`src/hw/pfl_pkg.sv`:
```
// constants, carrier types and decode helpers of the fault limit monitor
// What this block does
// - hold output current warning limit; current above it latches alert low
// - hold temperature fault limit; above it latches alert low and applies response
// - compare limits and act only once initialization has completed
// - temperature response 11 turns output off at least 3 s, recovers 5 C below
// - turn-off latch cleared by ctrl pin, operation command, both cycled, or power
// - hold temperature warning limit; above it latches alert low, no shutdown
// - hold input over-voltage fault limit; above it latches alert, applies response
// - over-voltage response 11 turns output off, restarts 5 V below limit
// - hold input over-voltage warning limit; above it latches alert low
// - hold input under-voltage warning limit; below it latches alert low
// - hold input under-voltage fault limit; below it latches alert, turns off
// - under-voltage fault limit written below turn-on minus 2 V is raised to that
// - effective under-voltage point is larger of fault limit and turn-off threshold
// - response registers take byte transfers, limit registers word transfers
// - response bits 5:3 give 1 to 64 restart attempts, 111 retries forever
// - response bits 2:0 give 1 to 128 delay units of 100 ms
package pfl_pkg;
  // register codes
  localparam logic [7:0] OFS_OC_WARN = 8'h4a;
  localparam logic [7:0] OFS_OT_FAULT = 8'h4f;
  localparam logic [7:0] OFS_OT_ACT = 8'h50;
  localparam logic [7:0] OFS_OT_WARN = 8'h51;
  localparam logic [7:0] OFS_OV_FAULT = 8'h55;
  localparam logic [7:0] OFS_OV_ACT = 8'h56;
  localparam logic [7:0] OFS_OV_WARN = 8'h57;
  localparam logic [7:0] OFS_UV_WARN = 8'h58;
  localparam logic [7:0] OFS_UV_FAULT = 8'h59;
  // reset values
  localparam logic [15:0] RST_HIGH_LIMIT = 16'h7bff;
  localparam logic [15:0] RST_LOW_LIMIT = 16'h0000;
  localparam logic [7:0] RST_ACTION = 8'h00;
  // response byte fields
  localparam int ACT_MODE_HI = 7;
  localparam int ACT_MODE_LO = 6;
  localparam int ACT_RETRY_HI = 5;
  localparam int ACT_RETRY_LO = 3;
  localparam int ACT_DELAY_HI = 2;
  localparam logic [1:0] MODE_IGNORE = 2'h0;
  localparam logic [1:0] MODE_RUNON = 2'h1;
  localparam logic [1:0] MODE_HICCUP = 2'h2;
  localparam logic [1:0] MODE_OFF = 2'h3;
  localparam logic [2:0] RETRY_FOREVER = 3'h7;
  localparam logic [7:0] UV_ACT = 8'hc0;
  // flag positions
  localparam int NUM_FLAGS = 7;
  localparam int FLG_OC_WARN = 0;
  localparam int FLG_OT_FAULT = 1;
  localparam int FLG_OT_WARN = 2;
  localparam int FLG_OV_FAULT = 3;
  localparam int FLG_OV_WARN = 4;
  localparam int FLG_UV_WARN = 5;
  localparam int FLG_UV_FAULT = 6;
  // fault causes
  localparam logic [1:0] CAUSE_OT = 2'h0;
  localparam logic [1:0] CAUSE_OV = 2'h1;
  localparam logic [1:0] CAUSE_UV = 2'h2;
  // fixed point: linear11 values scaled by 2^16
  localparam int FIX_FRAC = 16;
  localparam int MARGIN_OT_C = 5;
  localparam int MARGIN_OV_V = 5;
  localparam int UV_MIN_OFFSET_V = 2;
  localparam logic signed [47:0] OT_MARGIN_FIX = 48'(MARGIN_OT_C) <<< FIX_FRAC;
  localparam logic signed [47:0] OV_MARGIN_FIX = 48'(MARGIN_OV_V) <<< FIX_FRAC;
  localparam logic signed [47:0] UV_OFFSET_FIX = 48'(UV_MIN_OFFSET_V) <<< FIX_FRAC;
  localparam logic [4:0] CLAMP_EXP = 5'h1c;
  localparam int CLAMP_SHIFT = 12;
  localparam logic signed [47:0] MANT_MAX = 48'sh3ff;
  localparam logic signed [47:0] MANT_MIN = -48'sh400;
  // timing
  localparam int CLK_HZ = 20_000_000;
  localparam int UNIT_MS = 100;
  localparam int OT_OFF_MS = 3000;
  localparam int TICK_CYCLES = CLK_HZ / 1000 * UNIT_MS;
  localparam logic [8:0] OT_HOLD_TICKS = 9'(OT_OFF_MS / UNIT_MS);

  typedef enum logic [3:0] {
    PFL_RUN   = 4'h1,
    PFL_RUNON = 4'h2,
    PFL_HOLD  = 4'h4,
    PFL_LATCH = 4'h8
  } pfl_prot_e;

  typedef struct packed {
    logic        valid;
    logic        write;
    logic        word;
    logic [7:0]  code;
    logic [15:0] wdata;
  } pfl_cmd_s;

  typedef struct packed {
    logic        valid;
    logic        err;
    logic [15:0] data;
  } pfl_rsp_s;

  typedef struct packed {
    logic [15:0] iout;
    logic [15:0] temp;
    logic [15:0] vin;
  } pfl_meas_s;

  typedef struct packed {
    logic [15:0] oc_warn;
    logic [15:0] ot_fault;
    logic [7:0]  ot_act;
    logic [15:0] ot_warn;
    logic [15:0] ov_fault;
    logic [7:0]  ov_act;
    logic [15:0] ov_warn;
    logic [15:0] uv_warn;
    logic [15:0] uv_fault;
  } pfl_limits_s;

  typedef struct packed {
    pfl_limits_s lim;
    pfl_rsp_s    rsp;
  } pfl_regs_s;

  typedef struct packed {
    pfl_prot_e            state;
    logic [1:0]           cause;
    logic [7:0]           act;
    logic [6:0]           retries;
    logic [8:0]           ticks;
    logic [31:0]          pre;
    logic [15:0]          temp;
    logic [15:0]          vin;
    logic [NUM_FLAGS-1:0] flags;
    logic                 alert_n;
    logic                 out_en;
  } pfl_mon_s;

  // linear11 to signed fixed point; exponent+16 is the exponent with its sign bit flipped
  function automatic logic signed [47:0] lin_fix(input logic [15:0] v);
    logic signed [47:0] m;
    m = {{37{v[10]}}, v[10:0]};
    return m <<< {~v[15], v[14:11]};
  endfunction

  function automatic logic reg_known(input logic [7:0] c);
    return c == OFS_OC_WARN || c == OFS_OT_FAULT || c == OFS_OT_ACT || c == OFS_OT_WARN ||
           c == OFS_OV_FAULT || c == OFS_OV_ACT || c == OFS_OV_WARN || c == OFS_UV_WARN ||
           c == OFS_UV_FAULT;
  endfunction

  function automatic logic reg_is_word(input logic [7:0] c);
    return !(c == OFS_OT_ACT || c == OFS_OV_ACT);
  endfunction
endpackage

```
`src/hw/pfl_regs.sv`:
```
// limit and response register store with registered answers
`timescale 1ns/1ps
`default_nettype none
module pfl_regs (
  // clock and reset
  input  wire logic                 clk,
  input  wire logic                 rst,
  input  wire logic                 ce,
  // command and answer
  input  wire pfl_pkg::pfl_cmd_s    cmd,
  output var  pfl_pkg::pfl_rsp_s    rsp,
  // stored limits
  output var  pfl_pkg::pfl_limits_s lim
);
  localparam pfl_pkg::pfl_regs_s REGS_RST = '{
    lim: '{oc_warn: pfl_pkg::RST_HIGH_LIMIT, ot_fault: pfl_pkg::RST_HIGH_LIMIT,
           ot_act: pfl_pkg::RST_ACTION, ot_warn: pfl_pkg::RST_HIGH_LIMIT,
           ov_fault: pfl_pkg::RST_HIGH_LIMIT, ov_act: pfl_pkg::RST_ACTION,
           ov_warn: pfl_pkg::RST_HIGH_LIMIT, uv_warn: pfl_pkg::RST_LOW_LIMIT,
           uv_fault: pfl_pkg::RST_LOW_LIMIT},
    rsp: '0};

  pfl_pkg::pfl_regs_s r_r;
  pfl_pkg::pfl_regs_s r_nxt;

  always_comb begin
    r_nxt = r_r;
    r_nxt.rsp.valid = cmd.valid;
    r_nxt.rsp.err = 1'b0;
    r_nxt.rsp.data = 16'h0000;
    if (cmd.valid) begin
      // a wrong transfer size is refused rather than half-written
      if (!pfl_pkg::reg_known(cmd.code) || cmd.word != pfl_pkg::reg_is_word(cmd.code)) begin
        r_nxt.rsp.err = 1'b1;
      end else if (cmd.write) begin
        unique case (cmd.code)
          pfl_pkg::OFS_OC_WARN:  r_nxt.lim.oc_warn = cmd.wdata;
          pfl_pkg::OFS_OT_FAULT: r_nxt.lim.ot_fault = cmd.wdata;
          pfl_pkg::OFS_OT_ACT:   r_nxt.lim.ot_act = cmd.wdata[7:0];
          pfl_pkg::OFS_OT_WARN:  r_nxt.lim.ot_warn = cmd.wdata;
          pfl_pkg::OFS_OV_FAULT: r_nxt.lim.ov_fault = cmd.wdata;
          pfl_pkg::OFS_OV_ACT:   r_nxt.lim.ov_act = cmd.wdata[7:0];
          pfl_pkg::OFS_OV_WARN:  r_nxt.lim.ov_warn = cmd.wdata;
          pfl_pkg::OFS_UV_WARN:  r_nxt.lim.uv_warn = cmd.wdata;
          default:               r_nxt.lim.uv_fault = cmd.wdata;
        endcase
      end else begin
        unique case (cmd.code)
          pfl_pkg::OFS_OC_WARN:  r_nxt.rsp.data = r_r.lim.oc_warn;
          pfl_pkg::OFS_OT_FAULT: r_nxt.rsp.data = r_r.lim.ot_fault;
          pfl_pkg::OFS_OT_ACT:   r_nxt.rsp.data = {8'h00, r_r.lim.ot_act};
          pfl_pkg::OFS_OT_WARN:  r_nxt.rsp.data = r_r.lim.ot_warn;
          pfl_pkg::OFS_OV_FAULT: r_nxt.rsp.data = r_r.lim.ov_fault;
          pfl_pkg::OFS_OV_ACT:   r_nxt.rsp.data = {8'h00, r_r.lim.ov_act};
          pfl_pkg::OFS_OV_WARN:  r_nxt.rsp.data = r_r.lim.ov_warn;
          pfl_pkg::OFS_UV_WARN:  r_nxt.rsp.data = r_r.lim.uv_warn;
          default:               r_nxt.rsp.data = r_r.lim.uv_fault;
        endcase
      end
    end
  end

  always_ff @(posedge clk or posedge rst) begin
    if (rst) begin
      r_r <= REGS_RST;
    end else if (ce) begin
      r_r <= r_nxt;
    end
  end

  assign rsp = r_r.rsp;
  assign lim = r_r.lim;
endmodule
`default_nettype wire

```
`src/hw/pfl_monitor.sv`:
```
// fault and warning limit monitor with alert latch and protection sequencer
`timescale 1ns/1ps
`default_nettype none
module pfl_monitor #(
  parameter int unsigned TICK_CYCLES = pfl_pkg::TICK_CYCLES
) (
  // clock and reset
  input  wire logic                         clk,
  input  wire logic                         rst,
  input  wire logic                         ce,
  // command port from the bus front end
  input  wire pfl_pkg::pfl_cmd_s            cmd,
  output var  pfl_pkg::pfl_rsp_s            rsp,
  // measurements and thresholds
  input  wire pfl_pkg::pfl_meas_s           meas,
  input  wire logic                         sample_valid,
  input  wire logic                         init_done,
  input  wire logic [15:0]                  vin_on_level,
  input  wire logic [15:0]                  vin_off_level,
  // clearing events
  input  wire logic                         ctrl_pin_enable,
  input  wire logic                         operation_enable,
  input  wire logic                         ctrl_operation_cycle,
  input  wire logic                         alert_clear,
  // status and pins
  output logic                              alert_out_n,
  output logic                              output_enable,
  output logic [pfl_pkg::NUM_FLAGS-1:0]     fault_flags
);
  localparam pfl_pkg::pfl_mon_s MON_RST = '{state: pfl_pkg::PFL_RUN, alert_n: 1'b1,
                                            out_en: 1'b1, default: '0};

  pfl_pkg::pfl_mon_s    st_r;
  pfl_pkg::pfl_mon_s    st_nxt;
  pfl_pkg::pfl_limits_s lim;
  pfl_pkg::pfl_cmd_s    cmd_eff;

  logic signed [47:0] iout_fix, temp_fix, vin_fix, tlast_fix, vlast_fix;
  logic signed [47:0] ocw_fix, otf_fix, otw_fix, ovf_fix, ovw_fix, uvw_fix, uvf_fix;
  logic signed [47:0] von_fix, voff_fix, uv_eff_fix, clamp_fix, clamp_m;
  logic [10:0]        clamp_man;
  logic               uv_low, eval, clr_any, ev_ot, ev_ov, ev_uv, ev_any;
  logic [pfl_pkg::NUM_FLAGS-1:0] flag_set;
  logic [7:0]         act_sel;
  logic [1:0]         cause_sel;
  logic [6:0]         lim_retry;
  logic [8:0]         delay_units;

  assign iout_fix = pfl_pkg::lin_fix(meas.iout);
  assign temp_fix = pfl_pkg::lin_fix(meas.temp);
  assign vin_fix = pfl_pkg::lin_fix(meas.vin);
  assign tlast_fix = pfl_pkg::lin_fix(st_r.temp);
  assign vlast_fix = pfl_pkg::lin_fix(st_r.vin);
  assign ocw_fix = pfl_pkg::lin_fix(lim.oc_warn);
  assign otf_fix = pfl_pkg::lin_fix(lim.ot_fault);
  assign otw_fix = pfl_pkg::lin_fix(lim.ot_warn);
  assign ovf_fix = pfl_pkg::lin_fix(lim.ov_fault);
  assign ovw_fix = pfl_pkg::lin_fix(lim.ov_warn);
  assign uvw_fix = pfl_pkg::lin_fix(lim.uv_warn);
  assign uvf_fix = pfl_pkg::lin_fix(lim.uv_fault);
  assign von_fix = pfl_pkg::lin_fix(vin_on_level);
  assign voff_fix = pfl_pkg::lin_fix(vin_off_level);
  assign uv_eff_fix = (uvf_fix > voff_fix) ? uvf_fix : voff_fix;

  // low under-voltage fault limit is stored as turn-on minus offset, 1/16 V resolution
  assign clamp_fix = von_fix - pfl_pkg::UV_OFFSET_FIX;
  assign clamp_m = clamp_fix >>> pfl_pkg::CLAMP_SHIFT;
  assign clamp_man = (clamp_m > pfl_pkg::MANT_MAX) ? pfl_pkg::MANT_MAX[10:0] :
                     (clamp_m < pfl_pkg::MANT_MIN) ? pfl_pkg::MANT_MIN[10:0] : clamp_m[10:0];
  assign uv_low = cmd.valid && cmd.write && cmd.word && cmd.code == pfl_pkg::OFS_UV_FAULT &&
                  pfl_pkg::lin_fix(cmd.wdata) < clamp_fix;

  always_comb begin
    cmd_eff = cmd;
    if (uv_low) begin
      cmd_eff.wdata = {pfl_pkg::CLAMP_EXP, clamp_man};
    end
  end

  pfl_regs u_regs (
    .clk (clk),
    .rst (rst),
    .ce  (ce),
    .cmd (cmd_eff),
    .rsp (rsp),
    .lim (lim)
  );

  // every sample meets every limit in the cycle it arrives, only after init
  assign eval = sample_valid && init_done;
  assign ev_ot = eval && temp_fix > otf_fix;
  assign ev_ov = eval && vin_fix > ovf_fix;
  assign ev_uv = eval && vin_fix < uv_eff_fix;
  assign ev_any = ev_ot || ev_ov || ev_uv;
  assign flag_set[pfl_pkg::FLG_OC_WARN] = eval && iout_fix > ocw_fix;
  assign flag_set[pfl_pkg::FLG_OT_FAULT] = ev_ot;
  assign flag_set[pfl_pkg::FLG_OT_WARN] = eval && temp_fix > otw_fix;
  assign flag_set[pfl_pkg::FLG_OV_FAULT] = ev_ov;
  assign flag_set[pfl_pkg::FLG_OV_WARN] = eval && vin_fix > ovw_fix;
  assign flag_set[pfl_pkg::FLG_UV_WARN] = eval && vin_fix < uvw_fix;
  assign flag_set[pfl_pkg::FLG_UV_FAULT] = ev_uv;

  assign clr_any = ctrl_pin_enable || operation_enable || ctrl_operation_cycle;
  // highest priority fault picks the response byte
  assign act_sel = ev_ot ? lim.ot_act : (ev_ov ? lim.ov_act : pfl_pkg::UV_ACT);
  assign cause_sel = ev_ot ? pfl_pkg::CAUSE_OT : (ev_ov ? pfl_pkg::CAUSE_OV : pfl_pkg::CAUSE_UV);
  assign lim_retry = 7'h01 << act_sel[pfl_pkg::ACT_RETRY_HI:pfl_pkg::ACT_RETRY_LO];
  assign delay_units = 9'h001 << st_r.act[pfl_pkg::ACT_DELAY_HI:0];

  always_comb begin
    st_nxt = st_r;
    if (sample_valid) begin
      st_nxt.temp = meas.temp;
      st_nxt.vin = meas.vin;
    end
    // set wins over a clear arriving in the same cycle
    st_nxt.flags = (st_r.flags & ~{pfl_pkg::NUM_FLAGS{alert_clear}}) | flag_set;
    st_nxt.alert_n = ~|st_r.flags;
    unique case (st_r.state)
      pfl_pkg::PFL_RUN: begin
        if (ev_any) begin
          st_nxt.act = act_sel;
          st_nxt.cause = cause_sel;
          unique case (act_sel[pfl_pkg::ACT_MODE_HI:pfl_pkg::ACT_MODE_LO])
            pfl_pkg::MODE_OFF: st_nxt.state = pfl_pkg::PFL_HOLD;
            pfl_pkg::MODE_HICCUP: begin
              if (act_sel[pfl_pkg::ACT_RETRY_HI:pfl_pkg::ACT_RETRY_LO] != pfl_pkg::RETRY_FOREVER &&
                  st_r.retries >= lim_retry) begin
                st_nxt.state = pfl_pkg::PFL_LATCH;
              end else begin
                st_nxt.state = pfl_pkg::PFL_HOLD;
                st_nxt.retries = (st_r.retries == 7'h7f) ? st_r.retries : st_r.retries + 7'h01;
              end
            end
            pfl_pkg::MODE_RUNON: st_nxt.state = pfl_pkg::PFL_RUNON;
            pfl_pkg::MODE_IGNORE: st_nxt.state = pfl_pkg::PFL_RUN;
          endcase
        end
      end
      pfl_pkg::PFL_RUNON: begin
        if (st_r.ticks >= delay_units) begin
          st_nxt.state = pfl_pkg::PFL_LATCH;
        end
      end
      pfl_pkg::PFL_HOLD: begin
        if (st_r.act[pfl_pkg::ACT_MODE_HI:pfl_pkg::ACT_MODE_LO] == pfl_pkg::MODE_HICCUP) begin
          if (st_r.ticks >= delay_units) begin
            st_nxt.state = pfl_pkg::PFL_RUN;
          end
        end else if (st_r.cause == pfl_pkg::CAUSE_OT) begin
          // recovery only reads samples held in the monitor, so a silent sensor keeps it off
          if (st_r.ticks >= pfl_pkg::OT_HOLD_TICKS &&
              tlast_fix <= otf_fix - pfl_pkg::OT_MARGIN_FIX) begin
            st_nxt.state = pfl_pkg::PFL_RUN;
          end
        end else if (st_r.cause == pfl_pkg::CAUSE_OV) begin
          if (vlast_fix <= ovf_fix - pfl_pkg::OV_MARGIN_FIX) begin
            st_nxt.state = pfl_pkg::PFL_RUN;
          end
        end
      end
      pfl_pkg::PFL_LATCH: st_nxt.state = pfl_pkg::PFL_LATCH;
      default: st_nxt.state = pfl_pkg::PFL_LATCH;
    endcase
    if (clr_any && st_r.state != pfl_pkg::PFL_RUN) begin
      st_nxt.state = pfl_pkg::PFL_RUN;
      st_nxt.retries = 7'h00;
    end
    // 100 ms tick counter restarts on every state change
    if (st_nxt.state != st_r.state) begin
      st_nxt.pre = 32'h0000_0000;
      st_nxt.ticks = 9'h000;
    end else if (st_r.state != pfl_pkg::PFL_RUN) begin
      if (st_r.pre == 32'(TICK_CYCLES - 1)) begin
        st_nxt.pre = 32'h0000_0000;
        st_nxt.ticks = (st_r.ticks == 9'h1ff) ? st_r.ticks : st_r.ticks + 9'h001;
      end else begin
        st_nxt.pre = st_r.pre + 32'h0000_0001;
      end
    end
    st_nxt.out_en = st_nxt.state == pfl_pkg::PFL_RUN || st_nxt.state == pfl_pkg::PFL_RUNON;
  end

  always_ff @(posedge clk or posedge rst) begin
    if (rst) begin
      st_r <= MON_RST; // input power cycle clears the latch as well
    end else if (ce) begin
      st_r <= st_nxt;
    end
  end

  assign alert_out_n = st_r.alert_n;
  assign output_enable = st_r.out_en;
  assign fault_flags = st_r.flags;
endmodule
`default_nettype wire

```
`config.mk`:
```
export PLATFORM = sky130hd
export DESIGN_NAME = pfl_monitor
export DESIGN_NICKNAME = d
export VERILOG_FILES = /design/src/hw/pfl_pkg.sv /design/src/hw/pfl_regs.sv /design/src/hw/pfl_monitor.sv
export SDC_FILE = /design/constraint.sdc
export NUM_CORES = 2
export LEC_CHECK = 0
export BUFFER_PORTS_ARGS = -buffer_cell sky130_fd_sc_hd__buf_4
export CAP_MARGIN = 40
export CORE_UTILIZATION = 45
export DETAILED_ROUTE_END_ITERATION = 10
export PLACE_DENSITY = 0.65
export SETUP_SLACK_MARGIN = 0.4
export SYNTH_ARGS = -nofsm -noshare
export SYNTH_HDL_FRONTEND = slang
export SYNTH_SLANG_ARGS = --single-unit
```
`constraint.sdc`:
```
create_clock -name clk -period 15.5 [get_ports clk]
set_clock_uncertainty 0.2 [all_clocks]
set_input_delay 2.325 -clock clk [delete_from_list [all_inputs] [get_ports clk]]
set_output_delay 2.325 -clock clk [all_outputs]
set_load 0.005 [all_outputs]
```
==> impl_metrics.csv <==
group,metric,value,unit
timing,max_freq,89.93,MHz
timing,worst-slew-pin-transition,1037,ps
route,remaining_drc_errors,12,
synth,mappedNetlistArea,40230,um^2
synth,syn-num-nets,6016,
route,drt-initial-drc-count,4463,
pwr,vdd_drop_max,0.00007794,V
worst_setup_path,cp-start-kind,"input port",
timing,final-hold-violation-count,0,
floorplanning,core_area,88510,um^2
flow_run,maxCapViolCount,0,
floorplanning,num_io_pins,143,
placed_design,io_buffers,142,
timing,setup-violations-final,0,
clock_network,post_cts_buffers,0,
synth,yosysTopAreaCell,"ha_1",
route,via_count,40904,
worst_setup_path,cp_max_fo,72,
cells_and_area,drive_above_1_share,10.95,%
synth,ys_async_sr_fraction,100.0,%
route,via_per_inst,6.320,
worst_setup_path,crit_type,"in2reg",
global_route,antenna_found_initial,4,
clock_network,cts_num_sinks,246,
timing,drv_slew,0,
global_route,grt_start_max_net_pins,108,
timing,period_needed,11120,ps
placed_design,place.gp.congestion,0.9797,
clock_network,ctsLongestPathBuffers,3,
pwr,p_leak,18.46,nW
outcome,violations,"DRC",
route,drt-total-wl,137900,um
floorplanning,die_area,90590,um^2
cells_and_area,instances_no_fill,6472,
clock_network,clkTransAtPathRegs,60,ps
global_route,grt_pass1_wl,212600,um
clock_network,cts_resized,0,
timing,fin_ws,4380,ps
global_route,met3_usage,3.629,%
synth,synth.top_cell.area_share,15.55,%
synth,synth_ff_type,"dfrtp_1",
floorplanning,start_util,45.45,%
global_route,use_met1,42.45,%
placed_design,hpwl,109700,um
synth,syn_avg_cell_area,7.449,um^2
placed_design,place_inst,6416,
synth,ys_warn_count,0,
worst_hold_path,hold_path.class,"reg2reg",
cells_and_area,nFillCells,8821,
placed_design,pre_cts_ws,3951,ps
global_route,overflow,0,
route,dr.pass1.iters,10,
pwr,powerDensity,63.02,nW/um^2
placed_design,placed_cell_area,41910,um^2
clock_network,cts_hold_buf,0,
synth,yosys-top-cells-area,"ha_1 16%, dfrtp_1 11%, mux2i_1 7.1%",
clock_network,clock_latency,600,ps
synth,synth_seq_area_share,15.53,%
global_route,use_met2,45.47,%
synth,ys_ff_latch,246,
cells_and_area,final_area,42950,um^2
floorplanning,dieWidth,301.0,um
cells_and_area,layout.nets,5899,
worst_setup_path,crit_path_end_kind,"register",
worst_setup_path,cpPeakStageDelay,700,ps
synth,syn_inst,5400,
timing,rsz0062_at_grt,"no",
global_route,top_usage_layer,"met2",
cells_and_area,layout_commonest_cell,"nand2_1",
clock_network,cts_tree,"yes",
cells_and_area,area_growth,6.771,%
clock_network,cts-htree-levels,1,
pwr,finalPower,2.707,mW
synth,ys_types,103,
route,ant_nets,0,
clock_network,cts_buffers,30,
worst_setup_path,critPathSlowestCell,"nor3_1",
route,routedWlPerCell,21.30,um
clock_network,clock-root-buffer,"clkbuf_16",
worst_setup_path,required,15790,ps
worst_setup_path,cp.arrival,11410,ps
floorplanning,rows,109,
global_route,grt_usage,29.33,%
global_route,grt_pass1_vias,36868,
outcome,status,"finished, violations left",
cells_and_area,most-common-layout-cells,"637 x nand2_1, 527 x nor2_1, 516 x o21ai_0",
timing,max_slew_margin,30.47,%
worst_setup_path,crit_top_cell,"o21ai_0",
synth,synth_edf_count,0,
floorplanning,fp.dieH,301.0,um
timing,finalCritPeriodShare,71.74,%
cells_and_area,diodes,0,
timing,finalSetupTns,0,ps
[routing by layer]
metal / routed length [um] / share of wire [%] / up-vias
met3: 10520 / 7.6 / 224
met5: 34 / 0.025 / -
met1: 62860 / 46 / 19309
met4: 3796 / 2.8 / 6
met2: 60670 / 44 / 1616
li1: - / - / 19749
[logic make-up after synthesis]
family,after synthesis,synth area share [%]
fa+ha+maj,500,15.55
compound gates,1689,26.75
xor+xnor,75,1.633
simple gates,1930,22.77
buf+inv,505,4.946
flops,246,15.53
mux,455,12.83
[path summary, 6_finish.rpt]
check,startpoint,endpoint,slack [ps],cells after the start
setup / recovery,vin_off_level[11],st_r[81],4380,31
hold / removal,alert_out_n,alert_out_n,280,2
setup reg to reg,u_regs.lim[11],st_r[81],5430,28
hold reg to reg,alert_out_n,alert_out_n,280,2
max in group asynchronous,rst,u_regs.lim[124],11590,6
min in group asynchronous,rst,u_regs.rsp[17],1640,2
[Yosys cell counts, types with 82 or more instances]
library cell  number
nor3_1           106
nand3_1          110
a21oi_1          378
nor2_1           527
ha_1             500
mux2_2           128
a21o_1           204
nor2b_1           82
nand4_1          112
mux2i_1          287
nand2_1          638
inv_1            146
o21ai_0          516
dfrtp_1          173
clkbuf_1         278
[critical path, delay by kind of cell]
| family | cells | cell delay [ps] |
|---|---|---|
| compound gates | 11 | 3180 |
| fa+ha+maj | 2 | 570 |
| buf+inv | 3 | 920 |
| mux | 2 | 760 |
| simple gates | 13 | 3640 |
[per-stage QoR]
step	util [%]	hold slack, ps
4_1_cts	48.52	276.5
5_1_grt	48.52	313.3
6_report	48.52	275.2
3_5_place_dp	47.35	266.6
3_3_place_gp	47.05	262.5
2_1_floorplan	-	257.6
[flip-flops by register name (all words and copies together), names as in the netlist]
name           count
alert_out_n        1
fault_flags        7
output_enable      1
st_r              91
u_regs.lim       128
u_regs.rsp        18
[layout make-up]
type	instances	area, um^2	share of cell area, %
multi-input cells	4649	32010	74.54
clock inverters	18	196.4	0.4574
inverters	157	596.8	1.390
well taps	1165	1458	3.394
flip-flops and latches	246	6247	14.55
clock buffers	38	840.8	1.958
repair buffers	199	1597	3.717
[where the power goes]
part / internal (mW) / switching, mW
Clock: 0.421 / 0.306
Sequential: 0.678 / 0.0669
Combinational: 0.482 / 0.753
Total: 1.58 / 1.13
Power figures use the tool's default switching activity.
